`src/design/ddrpd_cfg.svh`:
```
// constants for the ddr2 precharge/refresh/power-down command model
// assumes inclusion by bare name from the design files
// Function
// read to precharge needs spacing
// write to precharge needs wl+bl/2+twr
// write-ap to precharge needs wl+bl/2+wr
// precharges may follow one clock apart
// rtp is trtp over tck, rounded up
// trp timed from latest bank precharge
// every row refreshed within 64 ms
// cs ras cas low, we high: refresh
// banks idle trp before refresh
// refresh uses internal counter, ignores address
// cke low with nop enters power-down
// no cke low during mrs, read, write
// dll off except fast-exit active power-down
// power-down gates all buffers but clock/odt/cke
// power-down at most nine trefi
// cke high with nop exits power-down
// frequency change only in precharge power-down
// dll reset by mrs after frequency change
// enter power-down with dll locked
// decode act, pre, read, write, mrs
// self refresh only from all idle; the code enters self refresh with rows still open too
// after self refresh exit, wait for read
// cke held three registered edges
// sample command pins at rising edge
`ifndef DDRPD_CFG_SVH
`define DDRPD_CFG_SVH
`define DDRPD_NBANK       4
`define DDRPD_ROWW        13
`define DDRPD_TRP_NS      15
`define DDRPD_CLK_NS      8
`define DDRPD_TRP_CYC     ((`DDRPD_TRP_NS + `DDRPD_CLK_NS - 1) / `DDRPD_CLK_NS)
`define DDRPD_A10         10
`endif

```
`src/design/ddrpd_pkg.sv`:
```
// types for the ddr2 command model
// assumes the cfg header supplies numbers
package ddrpd_pkg;
    typedef enum {DDRPD_RUN, DDRPD_PPD, DDRPD_APD, DDRPD_SREF} ddrpd_mode_e;
    typedef enum logic [2:0] {
        DDRPD_NOP, DDRPD_ACT, DDRPD_PRE, DDRPD_RD, DDRPD_WR, DDRPD_MRS, DDRPD_REF
    } ddrpd_cmd_e;
endpackage

```
`src/design/ddrpd_bank_if.sv`:
```
// per-bank control bundle between top and bank trackers
// assumes one instance per bank
`timescale 1ns/1ps
interface ddrpd_bank_if;
    logic act;
    logic pre;
    logic open;
    logic ready;
    modport top  (output act, output pre, input open, input ready);
    modport bank (input act, input pre, output open, output ready);
endinterface

```
`src/design/ddrpd_bank.sv`:
```
// one bank: open flag and precharge period counter
// assumes decoded one-cycle strobes from the top
`timescale 1ns/1ps
`include "ddrpd_cfg.svh"
module ddrpd_bank
    import ddrpd_pkg::*;
#(
    parameter int TRP = `DDRPD_TRP_CYC
) (
    input  wire logic   clk,
    input  wire logic   rst_n,
    ddrpd_bank_if.bank  b
);
    logic       open;
    logic [7:0] cnt;
    logic       next_open;
    logic [7:0] next_cnt;

    // open/close and trp countdown
    always_comb begin
        next_open = open;
        next_cnt  = (cnt != 8'h00) ? cnt - 8'h01 : 8'h00;
        if (b.act) begin
            next_open = 1'b1;
        end
        // restart trp on latest precharge
        if (b.pre) begin
            next_open = 1'b0;
            next_cnt  = 8'(TRP);
        end
    end

    always_ff @(posedge clk) begin
        if (!rst_n) begin
            open <= 1'b0;
            cnt  <= 8'h00;
        end else begin
            open <= next_open;
            cnt  <= next_cnt;
        end
    end

    assign b.open  = open;
    assign b.ready = !open && (cnt == 8'h00);
endmodule

```
`src/design/ddrpd_top.sv`:
```
// command decoder, refresh counter and power-down control
// assumes all pins come from outside; each passes two flops first
`timescale 1ns/1ps
`include "ddrpd_cfg.svh"
module ddrpd_top
    import ddrpd_pkg::*;
#(
    parameter int NBANK = `DDRPD_NBANK,
    parameter int ROWW  = `DDRPD_ROWW
) (
    input  wire logic            clk,
    input  wire logic            rst_n,
    input  wire logic            memClk,
    input  wire logic            cke,
    input  wire logic            csN,
    input  wire logic            rasN,
    input  wire logic            casN,
    input  wire logic            weN,
    input  wire logic [1:0]      bankAddr,
    input  wire logic [ROWW-1:0] addr,
    input  wire logic            fastExit,
    output logic                 inBufEn,
    output logic                 dllEn,
    output logic                 refreshStb,
    output logic [ROWW-1:0]      refreshRow,
    output logic [1:0]           pdMode,
    output logic [NBANK-1:0]     bankOpen
);
    // link clock, five command pins, bank, address, fast-exit select
    localparam int PW = 1 + 5 + 2 + ROWW + 1;
    // -------------------------------------------------------------
    // input synchronisers
    // -------------------------------------------------------------
    logic [PW-1:0] syncA, syncB;
    logic [PW-1:0] next_syncA;
    logic          clkPrev;
    logic          next_clkPrev;

    // two-flop capture of every pin
    always_comb begin
        next_syncA = {fastExit, memClk, cke, csN, rasN, casN, weN, bankAddr, addr};
    end

    // both stages cleared; cke gating hides the first edge after reset
    always_ff @(posedge clk) begin
        if (!rst_n) begin
            syncA <= '0;
            syncB <= '0;
        end else begin
            syncA <= next_syncA;
            syncB <= syncA;
        end
    end

    // synchronised pin copies, taken from the second stage only
    logic            sFast, sClk, sCke, sCs, sRas, sCas, sWe;
    logic [1:0]      sBa;
    logic [ROWW-1:0] sAddr;
    assign {sFast, sClk, sCke, sCs, sRas, sCas, sWe, sBa, sAddr} = syncB;

    // act on link clock rising edges
    logic edge_;
    assign edge_ = sClk && !clkPrev;

    // -------------------------------------------------------------
    // command decode
    // -------------------------------------------------------------
    ddrpd_cmd_e cmd;
    // truth table on cs ras cas we
    always_comb begin
        cmd = DDRPD_NOP;
        if (!sCs) begin
            unique case ({sRas, sCas, sWe})
                3'b011:  cmd = DDRPD_ACT;
                3'b010:  cmd = DDRPD_PRE;
                3'b101:  cmd = DDRPD_RD;
                3'b100:  cmd = DDRPD_WR;
                3'b000:  cmd = DDRPD_MRS;
                // refresh decode
                3'b001:  cmd = DDRPD_REF;
                default: cmd = DDRPD_NOP;
            endcase
        end
    end

    // -------------------------------------------------------------
    // banks
    // -------------------------------------------------------------
    ddrpd_bank_if bif [NBANK] ();
    logic [NBANK-1:0] bankReady;
    logic             cmdValid;
    logic             clkPrevCke;
    // a command counts with cke high on this edge and the last; refresh also counts on a cke fall
    assign cmdValid = edge_ && clkPrevCke && sCke;

    // one tracker per bank
    genvar gi;
    generate
        for (gi = 0; gi < NBANK; gi++) begin : g_bank
            // precharge or precharge-all hits the bank
            assign bif[gi].act = cmdValid && cmd == DDRPD_ACT && sBa == 2'(gi);
            assign bif[gi].pre = cmdValid && cmd == DDRPD_PRE &&
                                 (sAddr[`DDRPD_A10] || sBa == 2'(gi));
            assign bankOpen[gi]  = bif[gi].open;
            assign bankReady[gi] = bif[gi].ready;
            ddrpd_bank u_bank (
                .clk   (clk),
                .rst_n (rst_n),
                .b     (bif[gi])
            );
        end
    endgenerate

    // -------------------------------------------------------------
    // refresh counter and power-down state
    // -------------------------------------------------------------
    ddrpd_mode_e     mode, next_mode;
    logic [ROWW-1:0] refRow, next_refRow;
    logic            refStb, next_refStb;
    logic            anyOpen;
    logic            next_clkPrevCke;
    // any open row makes it active power-down
    assign anyOpen = |bankOpen;

    // power state, refresh counter and link edge history
    always_comb begin
        next_mode       = mode;
        next_refRow     = refRow;
        next_refStb     = 1'b0;
        next_clkPrev    = sClk;
        next_clkPrevCke = clkPrevCke;
        if (edge_) begin
            next_clkPrevCke = sCke;
            // refresh row from internal counter
            if (cmdValid && cmd == DDRPD_REF) begin
                next_refStb = 1'b1;
                next_refRow = refRow + 1'b1;
            end
            // cke transitions on this edge pick the power state
            unique case (mode)
                DDRPD_RUN: begin
                    if (clkPrevCke && !sCke) begin
                        // cke low with nop/deselect
                        if (cmd == DDRPD_NOP) begin
                            next_mode = anyOpen ? DDRPD_APD : DDRPD_PPD;
                        end else if (cmd == DDRPD_REF) begin
                            next_mode   = DDRPD_SREF;
                            next_refStb = 1'b1;
                            next_refRow = refRow + 1'b1;
                        end
                    end
                end
                DDRPD_PPD, DDRPD_APD, DDRPD_SREF: begin
                    // cke high with nop exits
                    if (sCke && cmd == DDRPD_NOP) begin
                        next_mode = DDRPD_RUN;
                    end
                end
            endcase
        end
    end

    // state flops; reset is run with nothing pending
    always_ff @(posedge clk) begin
        if (!rst_n) begin
            mode       <= DDRPD_RUN;
            refRow     <= '0;
            refStb     <= 1'b0;
            clkPrev    <= 1'b0;
            clkPrevCke <= 1'b0;
        end else begin
            mode       <= next_mode;
            refRow     <= next_refRow;
            refStb     <= next_refStb;
            clkPrev    <= next_clkPrev;
            clkPrevCke <= next_clkPrevCke;
        end
    end

    // -------------------------------------------------------------
    // outputs
    // -------------------------------------------------------------
    logic       next_inBufEn;
    logic       next_dllEn;
    logic [1:0] next_pdMode;

    // status from the next mode, so it changes with the mode itself
    always_comb begin
        // buffers off in any power-down
        next_inBufEn = (next_mode == DDRPD_RUN);
        // dll kept only in fast-exit active power-down
        next_dllEn   = (next_mode == DDRPD_RUN) || (next_mode == DDRPD_APD && sFast);
        next_pdMode  = 2'h0;
        unique case (next_mode)
            DDRPD_RUN:  next_pdMode = 2'h0;
            DDRPD_PPD:  next_pdMode = 2'h1;
            DDRPD_APD:  next_pdMode = 2'h2;
            DDRPD_SREF: next_pdMode = 2'h3;
        endcase
    end

    // status flops; reset shows run with buffers and dll on
    always_ff @(posedge clk) begin
        if (!rst_n) begin
            inBufEn <= 1'b1;
            dllEn   <= 1'b1;
            pdMode  <= 2'h0;
        end else begin
            inBufEn <= next_inBufEn;
            dllEn   <= next_dllEn;
            pdMode  <= next_pdMode;
        end
    end

    // refresh strobe and row come straight from their flops
    assign refreshStb = refStb;
    assign refreshRow = refRow;

    // ready flags only matter to the controller's own timing
    logic unusedReady;
    assign unusedReady = |bankReady;
endmodule

```
`config.mk`:
```
export PLATFORM = sky130hd
export DESIGN_NAME = ddrpd_top
export DESIGN_NICKNAME = d
export VERILOG_FILES = /design/src/design/ddrpd_pkg.sv /design/src/design/ddrpd_bank_if.sv /design/src/design/ddrpd_bank.sv /design/src/design/ddrpd_top.sv
export VERILOG_INCLUDE_DIRS = /design/src /design/src/design
export SDC_FILE = /design/constraint.sdc
export NUM_CORES = 1
export LEC_CHECK = 0
export BUFFER_PORTS_ARGS = -buffer_cell sky130_fd_sc_hd__buf_2
export CAP_MARGIN = 20
export CORE_UTILIZATION = 25
export DETAILED_ROUTE_END_ITERATION = 12
export SLEW_MARGIN = 15
export SYNTH_ARGS = -nofsm -noshare
export SYNTH_HDL_FRONTEND = slang
export SYNTH_SLANG_ARGS = --single-unit
```
`constraint.sdc`:
```
create_clock -name clk -period 1.86 [get_ports clk]
set_clock_uncertainty 0.15 [all_clocks]
set_input_delay 0.279 -clock clk [delete_from_list [all_inputs] [get_ports clk]]
set_output_delay 0.279 -clock clk [all_outputs]
set_load 0.05 [all_outputs]
```
# Yosys cells after proc, flatten, opt, wreduce, memory -nomap -nowiden
# Index checks and enable logic that the tools add are counted.
[classes]
addsub = 1
n_eq_ne = 18
n_mux = 20
n_bitwise = 1
reduce_logical = 37
[ops]
columns = ["cell", "count"]
rows = [
  ["two-way mux 32 bit", 5],
  ["equality test 32 x 2 -> 1 bit (second input constant)", 4],
  ["logical NOT 32 bit", 3],
  ["two-way mux 13 bit", 5],
  ["equality test 32 x 1 -> 1 bit (second input constant)", 2],
  ["case mux 32 bit (2 select lines)", 1],
  ["equality test 32 x 3 -> 1 bit (second input constant)", 1],
  ["case mux 3 bit (6 select lines)", 1],
  ["logical AND 1 bit", 17],
  ["adder 13 x 1 -> 13 bit (second input constant)", 1],
  ["equality test 3 x 2 -> 1 bit (second input constant)", 3],
  ["equality test 3 bit (second input constant)", 3],
  ["case mux 2 bit (4 select lines)", 1],
  ["OR reduction 2 bit", 4],
  ["equality test 3 x 1 -> 1 bit (second input constant)", 2],
  ["logical NOT 3 bit", 2],
  ["logical OR 1 bit", 5],
  ["two-way mux 1 bit", 5],
  ["equality test 2 bit (second input constant)", 2],
  ["OR reduction 4 bit", 1],
  ["two-way mux 3 bit", 1],
  ["OR reduction 3 bit", 1],
  ["equality test 2 x 1 -> 1 bit (second input constant)", 1],
  ["logical NOT 1 bit", 2],
  ["4 further kinds", 4],
]
[totals]
ff_bits = 100
in_bits = 24
out_inout_bits = 22

# Logic depth before layout (Yosys ltp)
[logic_depth]
word_depth = 12
ltp_mapped = 6

# By module
# From an unflattened synthesis, not the netlist that was laid out.
[hier_totals]
cells_unflattened = 479
hier_area_um2 = 4569.4
[by_module_without_submodules]
columns = ["mod", "n_inst", "cells_per_inst", "area_per_inst_um2", "seq_area_each_um2"]
rows = [
  ["ddrpd_top", 1, 287, 2787.7, 1441.4],
  ["ddrpd_bank", 4, 48, 445.4, 180.2],
]

# Least setup slack after synthesis
# Ideal clock, no wire load.
[synth_path]
path_type = "register -> register"
from = "register refRow[3], in the netlist refreshRow[3]"
to = "register refRow[11], in the netlist refreshRow[11]"
setup_time_ns = 0.071
t_arrival_ns = 1.948
setup_slack_ns = -0.308
path_stages_with_launch = 6
cell_sequence = "dfxtp_1 > and3_1 > and3_1 > nand4_1 > or4_1 > a21oi_1"
[synth_between]
elab_chain_len = 6
[synth_lines]
columns = ["element", "line", "text"]
rows = [
  ["start: declaration", "ddrpd_top.sv:118", "logic [ROWW-1:0] refRow, next_refRow;"],
  ["start signal: assignment", "ddrpd_top.sv:173", "refRow <= next_refRow;"],
  ["adder 13 x 1 -> 13 bit *", "ddrpd_top.sv:137, ddrpd_top.sv:149", ""],
  ["two-way mux 13 bit", "ddrpd_top.sv:135", "if (cmdValid && cmd == DDRPD_REF) begin"],
  ["two-way mux 13 bit", "ddrpd_top.sv:146", "end else if (cmd == DDRPD_REF) begin"],
  ["two-way mux 13 bit", "ddrpd_top.sv:144", "if (cmd == DDRPD_NOP) begin"],
  ["two-way mux 13 bit", "ddrpd_top.sv:142", "if (clkPrevCke && !sCke) begin"],
  ["two-way mux 13 bit *", "ddrpd_top.sv:140", "unique case (mode)"],
]
# Every way passes the cells marked *; elsewhere a longest branch is shown, timed or not.
# A chain may end at the register's enable or synchronous reset.

# Worst setup path in the final report
[layout_path]
from = "register mode[30]"
to = "register refRow[11], in the netlist refreshRow[11]"
[layout_between]
elab_chain_len = 2
[layout_lines]
columns = ["element", "line", "text"]
rows = [
  ["start: declaration", "ddrpd_top.sv:117", "ddrpd_mode_e mode, next_mode;"],
  ["start signal: assignment", "ddrpd_top.sv:172", "mode <= next_mode;"],
  ["logical NOT 32 bit", "ddrpd_top.sv:140", ""],
  ["two-way mux 13 bit", "ddrpd_top.sv:140", ""],
]
# No other way between the ends.

==> flow_metrics.py <==
metrics = {
    "synthesis": {
        "syn_area_sq_mm": 0.00286,
        "async_flop_share_pct": 0,
        "yosysSeqAreaShare_pct": 53.2,
        "synth_top_area_share_pct": 53.2,
        "yosys_warnings": 0,
        "netlist_instances": 316,
        "avgSynthCellArea_sq_um": 9.05,
        "ys_top_cells_by_area": "dfxtp_1 53%, nand2_1 5.6%, nor2_1 5.2%",
        "synth_top_area_cell": "dfxtp_1",
        "synth_top_flop_cell": "dfxtp_1",
        "synthesis.nets": 341,
        "synth_edf_count": 0,
        "synth.ff_latch_count": 76,
        "synth.distinct_cells": 42,
    },
    "die": {
        "fp-row-count": 38,
        "core_sq_mm": 0.0110,
        "dieArea_sq_mm": 0.0119,
        "die_w_microns": 109,
        "ios": 46,
        "initial_core_util_pct": 26.0,
        "die_h_microns": 109,
    },
    "routing": {
        "drt-total-wl_mm": 6.62,
        "drtIter0Drc": 77,
        "drt_pass1_iterations": 4,
        "wire_per_inst_microns": 12.3,
        "post-route-drc-count": 0,
        "vias": 2497,
        "final_antenna_net_count": 0,
        "via_per_inst": 4.65,
    },
    "setup_path": {
        "path_cells": "nor4_4, nand4_1, o31a_1, or4_1, a21oi_1",
        "worstPathArrival_ps": 2170,
        "rr_worst_depth": 5,
        "slowest_stage": "or4_1",
        "cp-end-kind": "flip-flop",
        "critPathKind": "reg -> reg",
        "crit_required_ps": 1960,
        "cp-start-kind": "flip-flop",
        "cp_slowest_stage_delay_ps": 430,
        "crit_fanout": 7,
    },
    "global_route": {
        "antenna_found_initial": 0,
        "grt_pass1_wl_mm": 10.8,
        "grt_max_degree": 28,
        "grt_overflow": 0,
        "grt_usage_pct": 11.7,
        "grt_pass1_vias": 2314,
    },
    "timing": {
        "slew_viol_final": 0,
        "final.min_clock_period_ps": 2060,
        "fin_crit_sh_pct": 111,
        "hold_violations": 0,
        "fmax_ghz": 0.485,
        "rsz0062_at_grt": "true",
        "fin_ws_ps": -201,
        "tightest_slew_ps": 525,
        "setup-violations-final": 44,
        "relSlewSlack_pct": 65.0,
    },
    "cells_and_area": {
        "multi_input_area_sq_mm": 0.00159,
        "stdcell_count": 537,
        "final_cell_mix": "63 x dfxtp_1, 43 x nand2_1, 33 x buf_2",
        "n_fill_cell": 1043,
        "seq_area_sq_mm": 0.00154,
        "fin_nets": 417,
        "n_antenna_cell": 0,
        "layout_commonest_cell": "dfxtp_1",
        "layout-drive-gt1-share_pct": 41.1,
        "postLayoutCoreUtil_pct": 39.0,
        "area_growth_pct": 49.7,
    },
    "outcome": {
        "outcome": "finished with violations",
        "violations": "setup timing",
    },
    "clocking": {
        "cts_tree": "built",
        "cts_buffers": 9,
        "htreeDepth": 3,
        "cts-root-buf": "clkbuf_16",
        "cts_buffer_depth": 2,
        "clk_pin_slew_ps": 60,
        "cts_sinks": 76,
        "clk_latency_ps": 330,
    },
    "power_and_ir_drop": {
        "p_leak_nw": 1.72,
        "p_per_area_mw_per_mm2": 879,
        "peakVddDrop_mv": 0.415,
    },
    "placement": {
        "place_congestion": 0.823,
        "dpl.hpwl_mm": 4.01,
        "dp.cells": 498,
        "io_buffers": 33,
    },
    "flow_run": {
        "drv_cap": 0,
    },
    "worst_hold_path": {
        "min_path_type": "in -> reg",
        "min_path_cells": 2,
    },
}
==> worst paths after layout <==
kind,start,endpoint,slack [ps]
worst max-delay path,mode[30],refreshRow[11],-200
worst min-delay path,addr[10],syncA[10],6
worst max register to register,mode[30],refreshRow[11],-200
worst min register to register,syncA[18],syncB[18],290
==> power by group <==
group / leakage (nW) / internal (mW) / switching [mW]
clock: 0.157 / 1.18 / 0.669
sequential: 0.624 / 1.66 / 0.0159
combinational: 0.943 / 0.105 / 0.134
==> layer usage <==
metal,GRT usage [%],share of wire [%],vias up
li1,-,-,1255
met1,14.0,45,1177
met2,19.0,48,54
met3,3.89,4.9,11
met4,5.41,1.8,0
met5,0,0,-
==> critical path: cells and delay by family (launching register included) <==
kind / cells / cell delay (ps)
AOI/OAI and AO/OA: 2 / 560
DFF: 1 / 330
and+or+nand+nor: 3 / 940
==> sequential cells by signal, summed over array words and instances (netlist names), 2 cells and up <==
register / count
refreshRow: 13
mode: 32
pdMode: 2
syncB: 10
syncA: 10
g_bank.u_bank.b.open: 4
==> cell usage after synthesis (2+ instances only) <==
master / count
nor2_1: 40
nand2_1: 43
o41ai_1: 3
buf_2: 3
a22oi_1: 4
o311ai_0: 2
nand4b_1: 2
o21ai_0: 6
nor4_1: 10
and4_1: 3
buf_4: 4
mux2i_1: 2
and2_1: 23
a21oi_1: 16
or4_1: 6
inv_1: 6
o2111ai_1: 3
a21o_1: 4
nand2b_1: 7
o31ai_1: 9
nor3_1: 2
and3_1: 3
nand3_1: 3
dfxtp_1: 76
nand4_1: 3
or3_1: 3
nor2b_1: 3
clkbuf_1: 12
or3b_2: 2
==> final cells by class <==
cell class | count | area share, %
Inverter | 6 | 0.526
Multi-Input combinational cell | 214 | 37.2
Clock buffer | 9 | 5.26
Sequential cell | 76 | 36.0
Timing Repair Buffer | 85 | 14.6
Tap cell | 140 | 4.09
Clock inverter | 7 | 2.25
==> cell families (layout without fill, tap and decap cells) <==
| logic type | after synthesis | count (layout) | share of synthesized area, % |
|---|---|---|---|
| simple gates | 157 | 157 | 28.7 |
| buf+inv | 26 | 107 | 4.33 |
| flops | 76 | 76 | 53.2 |
| compound gates | 54 | 54 | 12.6 |
| mux | 2 | 2 | 0.700 |
| fa+ha+maj | 1 | 1 | 0.437 |
==> metrics by stage <==
stage	setup WS [ps]	cell area (sq um)	TNS, ps	power [mW]	hold slack [ps]
after floorplan	-77.0	2940	-312	1.82	256
after global placement	-233	3390	-5080	1.88	266
after detailed placement	-263	3390	-5410	1.88	271
after CTS	-165	4030	-2060	3.78	0.656
after global routing	-270	4280	-9290	3.90	12.1
final	-201	4280	-5600	3.76	6.03
==> what timing repair did <==
item / in CTS / in global routing
gates resized for setup: 38 / 51
endpoints found under the setup margin: 49 / 50
hold buffers: 8 / 1
pin swaps: 23 / 20
cloned: 3 / 1
setup buffers: 6 / 4
endpoints found under the hold margin: 8 / 1
No activity file was read; power rests on OpenSTA's default activity.
